$ cat src/rtl/rip_pkg.sv
// Constants for the indirect port into the real-time clock register file.
// Assumes one system clock and a synchronous active-low reset for transfer state, timer and short strobe only.
package rip_pkg;

    // Data path and internal address widths
    localparam int DATA_W    = 8;
    localparam int ADDR_W    = 4;

    // Field positions within the indirect address register
    localparam int BUSY_BIT  = 7;
    localparam int SHORT_BIT = 4;
    localparam int ADDR_MSB  = 3;
    localparam int ADDR_LSB  = 0;

    // Reset value of the short strobe control (enabled)
    localparam logic SHORT_RESET = 1'b1;

    // Internal address of the clock control register
    localparam logic [ADDR_W-1:0] CTRL_ADDR = 4'h5;

    // Transfer lengths in system clock cycles
    localparam int  LEN_W     = 3;
    localparam logic [LEN_W-1:0] LEN_LONG  = 3'h7;
    localparam logic [LEN_W-1:0] LEN_SHORT = 3'h6;

    // Kind of transfer in flight
    typedef enum {
        RIP_IDLE,
        RIP_READ,
        RIP_WRITE
    } rip_state_type;

endpackage : rip_pkg

$ cat src/rtl/rip_reg_file.sv
// Internal register file of the real-time clock, reached only through the port.
// Assumes one write, one addressed read and one tap read per cycle; read data come out of registers.
`timescale 1ns/1ns
module rip_reg_file
    import rip_pkg::*;
#(
    parameter int                ADDR_WIDTH = ADDR_W,
    parameter int                DATA_WIDTH = DATA_W,
    parameter logic [ADDR_W-1:0] TAP_ADDR   = CTRL_ADDR
) (
    input  wire logic                  clock,
    input  wire logic                  wrEn,
    input  wire logic [ADDR_WIDTH-1:0] wrAddr,
    input  wire logic [DATA_WIDTH-1:0] wrData,
    input  wire logic [ADDR_WIDTH-1:0] rdAddr,
    output      logic [DATA_WIDTH-1:0] rdData,
    output      logic [DATA_WIDTH-1:0] tapData
);

    logic [DATA_WIDTH-1:0] mem [2**ADDR_WIDTH];

    // Storage has no reset: clock registers keep their state like real RAM
    always_ff @(posedge clock) begin
        if (wrEn) begin
            mem[wrAddr] <= wrData;
        end
        rdData  <= mem[rdAddr];
        tapData <= mem[TAP_ADDR[ADDR_WIDTH-1:0]];
    end

endmodule : rip_reg_file

$ cat src/rtl/rip_strobe_timer.sv
// Down counter that times one indirect transfer.
// Assumes start is a one-cycle pulse; a new start restarts the count.
`timescale 1ns/1ns
module rip_strobe_timer
    import rip_pkg::*;
#(
    parameter int WIDTH = LEN_W
) (
    input  wire logic             clock,
    input  wire logic             rst_b,
    input  wire logic             start,
    input  wire logic [WIDTH-1:0] length,
    output      logic             active,
    output      logic             done
);

    logic [WIDTH-1:0] count;
    logic [WIDTH-1:0] next_count;

    // Load on start, otherwise run down to zero
    always_comb begin
        next_count = count;
        if (start) begin
            next_count = length;
        end else if (count != '0) begin
            next_count = count - WIDTH'(1);
        end
    end

    always_ff @(posedge clock) begin
        if (!rst_b) begin
            count <= '0;
        end else begin
            count <= next_count;
        end
    end

    assign active = (count != '0);
    assign done   = (count == WIDTH'(1)); // Last cycle of the transfer

endmodule : rip_strobe_timer

$ cat src/rtl/rip_indirect_port.sv
// Indirect access port: an address/select register and a data register through
// which software reads and writes the real-time clock's internal registers.
// Assumes software write strobes are one-cycle pulses on the system clock.
// Overview of operation
// RULE1: The address field chosen in the address register selects the internal register of each transfer.
// RULE2: Bit 7 of the address register reads 1 while a transfer runs and 0 once it ends.
// RULE3: Software polls busy until 0 before each access unless it keeps the recommended spacing.
// RULE4: Any write to the data register starts a write of that byte to the selected register.
// RULE5: Writing 1 to the busy bit starts a read that copies the selected register into the data register.
// RULE6: To read, software selects, sets busy, waits, then reads the data register.
// RULE7: After a read the data register holds its value until the next transfer begins.
// RULE8: Reset leaves the address field and the data register untouched.
// RULE9: With short strobe off a transfer takes 7 system clocks.
// RULE10: With short strobe on a transfer takes 6 system clocks.
// RULE11: Short strobe is on after reset and bit 4 of the address register turns it on or off.
// RULE12: The clock control register sits at internal address 0x05.
// RULE13: Recommended read spacing writes 0x95 then waits two idle slots before reading data.
// RULE14: Recommended write spacing writes the data byte right after the address, then one idle slot.
// RULE15: The internal address lies in the bits below bit 4 so one byte sets busy, short and address.
`timescale 1ns/1ns
module rip_indirect_port
    import rip_pkg::*;
(
    input  wire logic              clock,
    input  wire logic              rst_b,
    input  wire logic              addrWrite,
    input  wire logic              dataWrite,
    input  wire logic [DATA_W-1:0] writeByte,
    output      logic [DATA_W-1:0] addrRegValue,
    output      logic [DATA_W-1:0] dataRegValue,
    output      logic              busy,
    output      logic [DATA_W-1:0] ctrlRegValue
);

    rip_state_type     state;
    rip_state_type     next_state;
    logic              shortOn;
    logic              next_shortOn;
    logic [ADDR_W-1:0] addrField;
    logic [ADDR_W-1:0] next_addrField;
    logic [DATA_W-1:0] dataReg;
    logic [DATA_W-1:0] next_dataReg;
    logic [ADDR_W-1:0] xferAddr;
    logic [ADDR_W-1:0] next_xferAddr;
    logic              startRead;
    logic              start;
    logic              done;
    logic              memWrEn;
    logic              readLoad;
    logic [DATA_W-1:0] memRdData;
    logic [LEN_W-1:0]  xferLen;

    // A data write always wins over a read request in the same cycle
    assign startRead = addrWrite && writeByte[BUSY_BIT]; // RULE5
    assign start     = dataWrite || startRead;           // RULE4

    // Completion acts only if no new transfer overrides it in that cycle;
    // a reset aborts it, so reset itself never alters the data register
    assign memWrEn  = done && (state == RIP_WRITE) && !start && rst_b; // RULE4 RULE8
    assign readLoad = done && (state == RIP_READ) && !start && rst_b;  // RULE5 RULE8

    // Length is taken from the short strobe value that the same write sets
    assign xferLen = next_shortOn ? LEN_SHORT : LEN_LONG; // RULE9 RULE10

    // Transfer kind tracking
    always_comb begin
        next_state = state;
        case (state)
            RIP_IDLE, RIP_READ, RIP_WRITE: begin
                if (dataWrite) begin
                    next_state = RIP_WRITE;
                end else if (startRead) begin
                    next_state = RIP_READ;
                end else if (done) begin
                    next_state = RIP_IDLE;
                end
            end
            default: begin
                next_state = RIP_IDLE;
            end
        endcase
    end

    // Short strobe control, reset to enabled
    always_comb begin
        next_shortOn = shortOn;
        if (addrWrite) begin
            next_shortOn = writeByte[SHORT_BIT]; // RULE11
        end
    end

    always_ff @(posedge clock) begin
        if (!rst_b) begin
            state   <= RIP_IDLE;
            shortOn <= SHORT_RESET; // RULE11
        end else begin
            state   <= next_state;
            shortOn <= next_shortOn;
        end
    end

    // Address field, data byte and latched target: none of these see reset
    always_comb begin
        next_addrField = addrField;
        next_dataReg   = dataReg;
        next_xferAddr  = xferAddr;
        if (addrWrite) begin
            next_addrField = writeByte[ADDR_MSB:ADDR_LSB]; // RULE15
        end
        if (dataWrite) begin
            next_dataReg = writeByte; // RULE4
        end else if (readLoad) begin
            next_dataReg = memRdData; // RULE5 RULE7
        end
        if (start) begin
            next_xferAddr = next_addrField; // RULE1
        end
    end

    // Kept through device reset so software sees its last selection and data
    always_ff @(posedge clock) begin
        addrField <= next_addrField; // RULE8
        dataReg   <= next_dataReg;   // RULE8
        xferAddr  <= next_xferAddr;
    end

    // Times each transfer; a new start restarts it
    rip_strobe_timer #(
        .WIDTH (LEN_W)
    ) u_timer (
        .clock  (clock),
        .rst_b  (rst_b),
        .start  (start),
        .length (xferLen),
        .active (busy), // RULE2
        .done   (done)
    );

    // Internal registers; control register tapped at its fixed address
    rip_reg_file #(
        .ADDR_WIDTH (ADDR_W),
        .DATA_WIDTH (DATA_W),
        .TAP_ADDR   (CTRL_ADDR)
    ) u_regs (
        .clock   (clock),
        .wrEn    (memWrEn),
        .wrAddr  (xferAddr),
        .wrData  (dataReg),
        .rdAddr  (xferAddr),
        .rdData  (memRdData),
        .tapData (ctrlRegValue) // RULE12
    );

    // Register views for software; bits 6 and 5 read as zero
    assign addrRegValue = {busy, 2'b00, shortOn, addrField}; // RULE2 RULE15
    assign dataRegValue = dataReg;
endmodule : rip_indirect_port

$ cat config.mk
export PLATFORM = sky130hd
export DESIGN_NAME = rip_indirect_port
export DESIGN_NICKNAME = d
export VERILOG_FILES = /design/src/rtl/rip_pkg.sv /design/src/rtl/rip_reg_file.sv /design/src/rtl/rip_strobe_timer.sv /design/src/rtl/rip_indirect_port.sv
export SDC_FILE = /design/constraint.sdc
export NUM_CORES = 1
export LEC_CHECK = 0
export ABC_AREA = 0
export BUFFER_PORTS_ARGS = -buffer_cell sky130_fd_sc_hd__clkbuf_2
export CAP_MARGIN = 20
export CORE_MARGIN = 2
export CORE_UTILIZATION = 50
export CTS_BUF_LIST = sky130_fd_sc_hd__clkbuf_8 sky130_fd_sc_hd__clkbuf_16
export DETAILED_ROUTE_END_ITERATION = 8
export PLACE_DENSITY = 0.66
export SLEW_MARGIN = 20
export SYNTH_ARGS = -nofsm -noshare
export SYNTH_HDL_FRONTEND = slang
export SYNTH_SLANG_ARGS = --single-unit
$ cat constraint.sdc
create_clock -name clock -period 3.15 [get_ports clock]
set_clock_uncertainty 0.2 [all_clocks]
set_input_delay 0.1575 -clock clock [delete_from_list [all_inputs] [get_ports clock]]
set_output_delay 0.1575 -clock clock [all_outputs]
set_load 0.03 [all_outputs]
==> results of run 1 <==
## layer usage
| metal | part of all wire | track usage | wire length (µm) |
|---|---|---|---|
| met1 | 0.44 | 0.265 | 5270 |
| met2 | 0.47 | 0.286 | 5630 |
| met3 | 0.066 | 0.0643 | 783 |
| met4 | 0.022 | 0.0786 | 265 |
| met5 | 0 | 0 | 0 |
## flip-flops by register name (all words and copies together) (netlist names)
register        flops
u_regs.mem        128
u_regs.tapData      8
state               2
addrField           4
u_regs.rdData       8
dataRegValue        8
u_timer.count       3
shortOn             1
xferAddr            4
## cell families after synthesis
kind of cell | synth area share
DFF | 0.753
AOI/OAI and AO/OA | 0.0301
buffers and inverters | 0.0217
other | 0.000598
adders and majority gates | 0.00598
muxes | 0.149
and+or+nand+nor | 0.0381
xor gates and xnor gates | 0.00140
## how the worst max path moves through the flow
stage / to / slack [ps] / cells after the start
CTS: u_regs.mem[9][3] / 430 / 6
detailed placement: u_regs.mem[9][3] / 550 / 5
global placement: u_regs.mem[9][6] / 570 / 5
floorplan: u_regs.mem[1][0] / 880 / 6
finish: u_regs.mem[9][4] / 450 / 6
global route: u_regs.mem[9][1] / 290 / 6
## where the power goes
part	switching [W]	internal, W	leakage (nW)
registers	0.0000918	0.00246	1.49
logic	0.000170	0.000155	0.825
clock network	0.000805	0.00115	0.273
## cell usage in the layout, fill, tap and decap left out, drive strengths merged, types with 3 or more instances in the layout
| cell | netlist | routed |
|---|---|---|
| dfxtp | 26 | 26 |
| mux2 | 13 | 13 |
| edfxtp | 140 | 140 |
| inv | 3 | 5 |
| nor3 | 4 | 4 |
| a22oi | 16 | 16 |
| dlygate4sd3 | 0 | 16 |
| clkbuf | 5 | 51 |
| nand2 | 17 | 17 |
| buf | 14 | 19 |
| nand2b | 4 | 4 |
| mux4 | 32 | 32 |
| ha | 3 | 3 |
| clkinv | 0 | 7 |
| clkinvlp | 0 | 4 |
| nor2 | 17 | 17 |
## metrics by stage
| stage | setup WS (ps) | util | hold slack [ps] | cells |
|---|---|---|---|---|
| floorplan | 880 | - | 19.4 | 315 |
| global placement | 574 | 0.551 | 168 | 517 |
| detailed placement | 552 | 0.551 | 164 | 517 |
| CTS | 432 | 0.611 | 177 | 565 |
| global route | 285 | 0.611 | 206 | 565 |
| finish | 446 | 0.611 | 180 | 565 |
## critical path, cell delays in order
cell	delay, ps
dlygate4sd3_1	540
clkbuf_2	250
a21o_4	300
nor4_4	360
nand3b_1	220
nor2_1	720
## what timing repair did
action,in CTS,in global routing
hold buffers,16,0
endpoints found under the setup margin,0,0
endpoints found under the hold margin,22,0
## area by class of cell
| type | instances | area (µm²) | area share |
|---|---|---|---|
| timing repair buffer | 69 | 473 | 0.0639 |
| inverter | 3 | 11.3 | 0.00152 |
| sequential | 166 | 4720 | 0.638 |
| tap | 168 | 210 | 0.0284 |
| clock buffer | 17 | 425 | 0.0575 |
| clock inverter | 15 | 140 | 0.0189 |
| multi-input combinational | 127 | 1420 | 0.192 |
==> summary.md, run 1 <==
| Metric | Value |
|---|---|
| Placed cell area | ~6700 µm² |
| Mapped Area | about 6300 µm² |
| Static leakage | between 2 and 3 nW |
| Vias in the first global route | approximately 3000 |
| Total GRT Usage | 0.193 |
| Post-CTS setup buffers | 0 |
| Endpoints failing setup | 0 |
| Die Wd | ~120 µm |
| Mean Syn Cell Area | between 15 and 20 µm² |
| Seq/Total Area, Yosys | 0.753 |
| Initial antenna violation count | 0 |
| Slew Viols, Final | 0 |
| Reg-to-reg slack, setup | between 500 and 600 ps |
| Finished Cell Area | ~7400 µm² |
| Bufs on Longest Clock Path | 2 |
| Overall Power | between 0.004 and 0.005 W |
| Worst VDD drop | around 0.36 mV |
| Max Clock Freq | around 370 MHz |
| H-tree levels | 4 |
| I/O pin total | 37 |
| Wire per inst | approximately 21 µm |
| Critical path class | in2reg |
| Crit path required time | around 3000 ps |
| Largest area contributor in the netlist | edfxtp_1 |
| Die height | 116 µm |
| Reg clk slew, reported paths | 60 ps |
| Setup TNS | 0 ps |
| Synth Warn # | 0 |
| R2R cell count | 2 |
| Antenna cells | 0 |
| Count leader, synth | edfxtp_1 |
| Synth cell types | 33 |
| Fraction of layout cells with a size suffix above 1 | 0.287 |
| Worst-skew pair later-pin latency | ~420 ps |
| Via/cell ratio | between 5 and 6 |
| Post-route ant nets | 0 |
| Initial core utilization | 0.518 |
| CP Capture Type | flop |
| CP startpoint kind | input port |
| CTS Buf Count | 17 |
| Root buffer cell | clkbuf_16 |
| Post-synth top area share | 0.670 |
| Slew at the pin with the worst max-slew slack | 988 ps |
| Pin count of the biggest net entering global routing | 19 |
| Final Hold Viols | 0 |
| Worst hold stages | 0 |
| PortBufs | 34 |
| Fillers | between 800 and 900 |
| First drt pass iteration count | 4 |
| Minimum clock period | about 2700 ps |
| Site Rows | 40 |
| Number of synthesized flops with an enable pin | 140 |
| DRT Wirelength | roughly 12000 µm |
| CTS resizes | 0 |
| Main synth FF type | edfxtp_1 |
| Area grow syn2layout | 18.0% |
| 1st-iter DRT viols | slightly above 300 |
| Reg-to-reg endpoint | u_regs.mem[9][4] |
| Hold path endpoint | u_regs.tapData[0] |
| Power per Cell Area | roughly 650 nW/µm² |
| Most frequent cells after synthesis | edfxtp_1 (140), dfxtp_1 (26), nand2_1 (17), nor2_1 (17) |
| TritonCTS sink count | 166 |
| Worst r2r src | xferAddr[0] |
| #FFs+latches synth | ~170 |
| Arr. time, crit path | about 2600 ps |
| Dpl hpwl | 7570 µm |
| Relative slew slack | 0.342 |
| Worst Hold Class | reg2reg |
| Setup repair after global routing missed its margin | no |
| Die ar. | 13500 µm² |
| Synth area leaders | edfxtp_1 (67%), dfxtp_1 (8.3%), mux4_1 (6.7%), mux4_2 (5.7%), mux2_2 (2.3%) |
| Status | complete, no violations |
| CORE AREA | approximately 12000 µm² |
| Post-synth ARST share | 0 |
| Max_cap viols | 0 |
| Global-route wire length before repair | 17700 µm |
| Gpl congestion | about 0.75 |
| Cells after Synth | roughly 310 |
| Drc violations | 0 |
| Worst Setup SP | dataWrite |
| Worst Min Path Start | u_regs.mem[5][0] |
| DR vias | slightly above 3000 |
| Final Net Count | approximately 400 |
| CTS tree | yes |
| Final worst-path cycle share | 0.858 |
| Max FO, Critical Path | 12 |
| GRT overflow | 0 |
(Power assumes the default switching activity.)
==> run 2: changes to the inputs <==
- REMOVE_ABC_BUFFERS: unset -> 1
==> summary.md, run 2 (synthesized netlist as in run 1, its figures left out) <==
| Metric | Value |
|---|---|
| Sequential power share | 0.518 (-0.010) |
| Worst Hold Class | reg2reg |
| I/O pin total | 37 (unchanged) |
| Critical path class | in2reg |
| Antenna cells | 0 (unchanged) |
| CORE AREA | 12100 µm² (unchanged) |
| Max Clock Freq | 364 MHz (-1.6%) |
| Finished Cell Area | 7440 µm² (+0.51%) |
| Post-route ant nets | 0 (unchanged) |
| Drc violations | 0 (unchanged) |
| Status | complete, no violations |
| Crit path required time | 2990 ps (about the same) |
| Slew at the pin with the worst max-slew slack | 944 ps (-43.7 ps) |
| Area grow syn2layout | 18.6% |
| Total GRT Usage | 0.194 (+0.00109) |
| Global-route wire length before repair | 18200 µm (+3.2%) |
| Number of flip-flops in the largest register | 128 (unchanged) |
| Power per Cell Area | 662 nW/µm² (+1.4%) |
| Reg clk slew, reported paths | 60 ps (about the same) |
| Highest routed metal layer | met4 |
| Die ar. | 13500 µm² (unchanged) |
| Most common cell after layout, fill and taps aside | edfxtp_1 |
| Psw | 0.00105 W (-1.6%) |
| Power share of the combinational group | 0.065 (-0.002) |
| PortBufs | 34 (unchanged) |
| 1st-iter DRT viols | 333 (+10%) |
| Final Hold Viols | 0 (unchanged) |
| Sw frac | 0.213 (-0.00758) |
| Initial core utilization | 0.518 (unchanged) |
| Worst Setup SP | dataWrite |
| Worst-skew pair later-pin latency | 420 ps (about the same) |
| Site Rows | 40 (unchanged) |
| Slew Viols, Final | 0 (unchanged) |
| Met2 WL | 5930 µm (+5.4%) |
| Endpoints failing setup | 0 (unchanged) |
| CP max stage delay | 670 ps (-50 ps) |
| Wire per inst | 21.1 µm (-0.15%) |
| CTS resizes | 0 (unchanged) |
| Gpl congestion | 0.805 (+7.7%) |
| Post-CTS setup buffers | 0 (unchanged) |
| Fraction of layout cells with a size suffix above 1 | 0.286 (-0.000721) |
| Max FO, Critical Path | 12 (unchanged) |
| Via/cell ratio | 5.63 (+3.9%) |
| Biggest register | u_regs.mem |
| Die Wd | 116 µm (unchanged) |
| Setup TNS | 0 ps (unchanged) |
| Die height | 116 µm (unchanged) |
| Max_cap viols | 0 (unchanged) |
| Setup repair after global routing missed its margin | no |
| H-tree levels | 4 (unchanged) |
| Seq. cell area | 4720 µm² (unchanged) |
| Root buffer cell | clkbuf_16 |
| Multi-input gate area | 1420 µm² (unchanged) |
| Pin count of the biggest net entering global routing | 19 (unchanged) |
| Reg-to-reg slack, setup | 530 ps (-30 ps) |
| Dpl hpwl | 7660 µm (+1.1%) |
| Placed cell area | 6700 µm² (+0.34%) |
| Leading cell types in the layout, fill and taps excluded | edfxtp_1 (140), clkbuf_2 (34), dfxtp_1 (26), buf_4 (22), clkbuf_16 (18) |
| Relative slew slack | 0.371 (+0.0291) |
| Critical Path Slowest Stage Cell | nor2_1 |
| DR vias | 3189 (+4.1%) |
| TritonCTS sink count | 166 (unchanged) |
| Minimum clock period | 2750 ps (+44.0 ps) |
| Reg-to-reg endpoint | u_regs.mem[5][0] |
| GRT overflow | 0 (unchanged) |
| Fillers | 855 (-3.0%) |
| Final Net Count | 400 (+0.25%) |
| Arr. time, crit path | 2590 ps (+40 ps) |
| Bufs on Longest Clock Path | 2 (unchanged) |
| CP startpoint kind | input port |
| Clock Power Share | 0.417 (+0.012) |
| Cell Chain, Critical Path | dlygate4sd3_1 > clkbuf_2 > a21o_4 > nor4_4 > nand3b_1 > nor2_1 |
| Worst r2r src | u_timer.count[1] |
| Vias in the first global route | 3174 (+4.1%) |
| Initial antenna violation count | 0 (unchanged) |
| Static leakage | 2.63 nW (+1.8%) |
| DRT Wirelength | 12000 µm (about the same) |
| CTS Buf Count | 17 (unchanged) |
| CP Capture Type | flop |
| CTS tree | yes |
| Final worst-path cycle share | 0.872 (+0.0140) |
| First drt pass iteration count | 5 (+1) |
| P_int | 0.00388 W (+2.9%) |
| R2R cell count | 6 (+4) |
| Worst Setup EP | u_regs.mem[5][0] |
| Met1 WL | 5070 µm (-3.9%) |
| Met3 routed WL | 717 µm (-8.4%) |
| Worst VDD drop | 0.397 mV (+11%) |
[run 2: cell count changes in the layout (fill, tap and decap cells not counted), sizes merged]
cell,change
clkinv,-5
inv,+4
buf,+3
clkbuf,+4
clkinvlp,-3
dlygate4sd3,-2
[run 2: area by class of cell]
cell class / instances / area share
Clock inverter: 11 / 0.0146
Tap cell: 168 / 0.0282
Clock buffer: 21 / 0.0661
Multi-Input combinational cell: 127 / 0.191
Inverter: 3 / 0.00151
Timing Repair Buffer: 70 / 0.0639
Sequential cell: 166 / 0.635
[run 2: routing by layer]
| layer | global-route usage | vias to the layer above |
|---|---|---|
| met3 | 0.0497 | 20 |
| li1 | - | 1403 |
| met5 | 0 | - |
| met4 | 0.0810 | 0 |
| met1 | 0.257 | 1641 |
| met2 | 0.309 | 125 |
[run 2: critical path: cells and delay by family]
family | cells | cell delay, ps
AND/OR/NAND/NOR | 3 | 1340
buffers and inverters | 2 | 770
AO/OA/AOI/OAI | 1 | 300
[run 2: timing repair]
action / 4_1_cts / 5_1_grt
setup endpoints to repair: 0 / 0
endpoints found under the hold margin: 22 / 0
hold buffers: 14 / 0
[run 2: worst min path at each step]
stage	startpoint	cells after the start	slack, ps	to
after CTS	u_regs.mem[5][0]	0	180	u_regs.tapData[0]
after floorplan	rst_b	1	20	shortOn
after global routing	u_regs.mem[5][4]	0	180	u_regs.tapData[4]
final	u_regs.mem[5][4]	0	170	u_regs.tapData[4]
after global placement	u_regs.mem[5][1]	0	150	u_regs.tapData[1]
after detailed placement	u_regs.mem[5][6]	0	150	u_regs.tapData[6]
[run 2: power groups by stage]
stage	logic, W	registers (W)	clock network (W)
final	0.000320	0.00256	0.00205
after global routing	0.000347	0.00257	0.00218
after CTS	0.000322	0.00256	0.00208
after detailed placement	0.000305	0.00260	0
after global placement	0.000301	0.00260	0
after floorplan	0.000168	0.00261	0
[run 2: per-stage QoR]
step | utilization | setup slack [ps] | total power [W] | instances | hold slack (ps)
final | 0.614 | 402 | 0.00493 | 566 | 172
after global routing | 0.614 | 315 | 0.00509 | 566 | 181
after CTS | 0.614 | 383 | 0.00496 | 566 | 176
after detailed placement | 0.553 | 500 | 0.00291 | 520 | 155
after global placement | 0.553 | 555 | 0.00290 | 520 | 150
after floorplan | - | 257 | 0.00278 | 296 | 19.4
==> run 3: changes to the inputs <==
--- a/constraint.sdc
+++ b/constraint.sdc
@@ -3,3 +3,3 @@
 set_input_delay 0.1575 -clock clock [delete_from_list [all_inputs] [get_ports clock]]
 set_output_delay 0.1575 -clock clock [all_outputs]
-set_load 0.03 [all_outputs]
+set_load 0.05 [all_outputs]
==> summary.md, run 3 (synthesized netlist as in run 1, its figures left out) <==
| Metric | Value |
|---|---|
| CP max stage delay | 720 ps (+50 ps) |
| Post-CTS setup buffers | 0 (unchanged) |
| Dpl hpwl | 7860 µm (+2.6%) |
| Area grow syn2layout | 18.7% |
| Die height | 116 µm (unchanged) |
| Slew Viols, Final | 0 (unchanged) |
| CP top delay family | simple AND/OR/NAND/NOR gates |
| DRT Wirelength | 12300 µm (+3.2%) |
| Max Clock Freq | 360 MHz (-1.0%) |
| Placed insts | 521 (+0.19%) |
| Status | complete, no violations |
| Endpoints failing setup | 0 (unchanged) |
| Gpl congestion | 0.809 (+0.61%) |
| Vias in the first global route | 3235 (+1.9%) |
| Reg-to-reg slack, setup | 530 ps (about the same) |
| PortBufs | 34 (unchanged) |
| Setup repair after global routing missed its margin | no |
| Final Util | 0.615 (+0.000929) |
| Leading cell types in the layout, fill and taps excluded | edfxtp_1 (140), clkbuf_2 (34), dfxtp_1 (26), buf_4 (23) |
| Total GRT Usage | 0.199 (+0.00535) |
| Die Wd | 116 µm (unchanged) |
| GRT overflow | 0 (unchanged) |
| # hold bufs at CTS | 16 (+2) |
| Most common cell after layout, fill and taps aside | edfxtp_1 |
| TritonCTS sink count | 166 (unchanged) |
| Power per Cell Area | 658 nW/µm² (-0.60%) |
| Initial antenna violation count | 0 (unchanged) |
| Final Net Count | 403 (+0.75%) |
| I/O pin total | 37 (unchanged) |
| Max_cap viols | 0 (unchanged) |
| Final worst-path cycle share | 0.881 (+0.00896) |
| H-tree levels | 4 (unchanged) |
| Cell Chain, Critical Path | dlygate4sd3_1 > clkbuf_2 > a21o_4 > nor4_4 > nand3b_1 > nor2_1 |
| Number of flip-flops in the largest register | 128 (unchanged) |
| Initial core utilization | 0.518 (unchanged) |
| Worst VDD drop | 0.399 mV (+0.37%) |
| CTS resizes | 0 (unchanged) |
| DR vias | 3127 (-1.9%) |
| Antenna cells | 0 (unchanged) |
| Bufs on Longest Clock Path | 2 (unchanged) |
| Critical path class | in2reg |
| Setup TNS | 0 ps (unchanged) |
| Wire per inst | 21.7 µm (+2.7%) |
| Fraction of layout cells with a size suffix above 1 | 0.294 (+0.00783) |
| CP startpoint kind | input port |
| Critical Path Slowest Stage Cell | nor2_1 |
| Slew at the pin with the worst max-slew slack | 933 ps (-11.2 ps) |
| Post-route ant nets | 0 (unchanged) |
| CTS tree | yes |
| Drc violations | 0 (unchanged) |
| WP buf/inv | 2 (unchanged) |
| Root buffer cell | clkbuf_16 |
| Reg clk slew, reported paths | 60 ps (about the same) |
| Finished Layout Cells | 569 (+0.53%) |
| Site Rows | 40 (unchanged) |
| CP Capture Type | flop |
| Biggest register | u_regs.mem |
| Global-route wire length before repair | 18600 µm (+2.3%) |
| Pin count of the biggest net entering global routing | 19 (unchanged) |
| CORE AREA | 12100 µm² (unchanged) |
| Worst-skew pair later-pin latency | 410 ps (about the same) |
| Static leakage | 2.62 nW (-0.52%) |
| Via/cell ratio | 5.50 (-2.5%) |
| First drt pass iteration count | 4 (-1) |
| Crit path required time | 2990 ps (about the same) |
| Relative slew slack | 0.378 (+0.00749) |
| Minimum clock period | 2780 ps (+28.2 ps) |
| CTS Buf Count | 17 (unchanged) |
| Die ar. | 13500 µm² (unchanged) |
| Overall Power | 0.00491 W (-0.45%) |
| Setup WS post-layout | 374 ps (-28.2 ps) |
| Max FO, Critical Path | 12 (unchanged) |
| Final Hold Viols | 0 (unchanged) |
| Arr. time, crit path | 2620 ps (+30 ps) |
| Post-placement worst setup slack | 503 ps (+3.15 ps) |
| 1st-iter DRT viols | 256 (-23%) |
| Worst Hold Class | reg2reg |
-- run 3: where the power goes --
| part | internal, W | switching [W] | leakage (nW) |
|---|---|---|---|
| registers | 0.00246 | 0.0000881 | 1.49 |
| logic | 0.000157 | 0.000207 | 0.846 |
| clock network | 0.00120 | 0.000791 | 0.284 |
-- run 3: per-stage QoR --
step	area, µm²	hold WS, ps
5_1_grt	7450	183
2_1_floorplan	6150	19.4
6_report	7450	173
4_1_cts	7450	175
3_5_place_dp	6710	161
3_3_place_gp	6710	153
-- run 3: area by class of cell --
cell class	count	area (µm²)
Sequential cell	166	4720
Fill cell	848	4660
Multi-Input combinational cell	127	1420
Timing Repair Buffer	73	503
Clock buffer	19	453
Tap cell	168	210
Clock inverter	13	131
Inverter	3	11.3
-- run 3: path summary, 6_finish.rpt --
check | startpoint | end | cells past startpoint
max | dataWrite | u_regs.mem[5][1] | 6
max reg2reg | u_timer.count[1] | u_regs.mem[5][1] | 6
min reg2reg | u_regs.mem[5][0] | u_regs.tapData[0] | 0
min | u_regs.mem[5][0] | u_regs.tapData[0] | 0
-- run 3: per-layer routing --
metal | up-vias | track usage | wire length, µm
met5 | - | 0 | 0
met4 | 0 | 0.0857 | 153
met3 | 11 | 0.0528 | 751
met2 | 118 | 0.320 | 6240
met1 | 1588 | 0.259 | 5200
li1 | 1410 | - | -
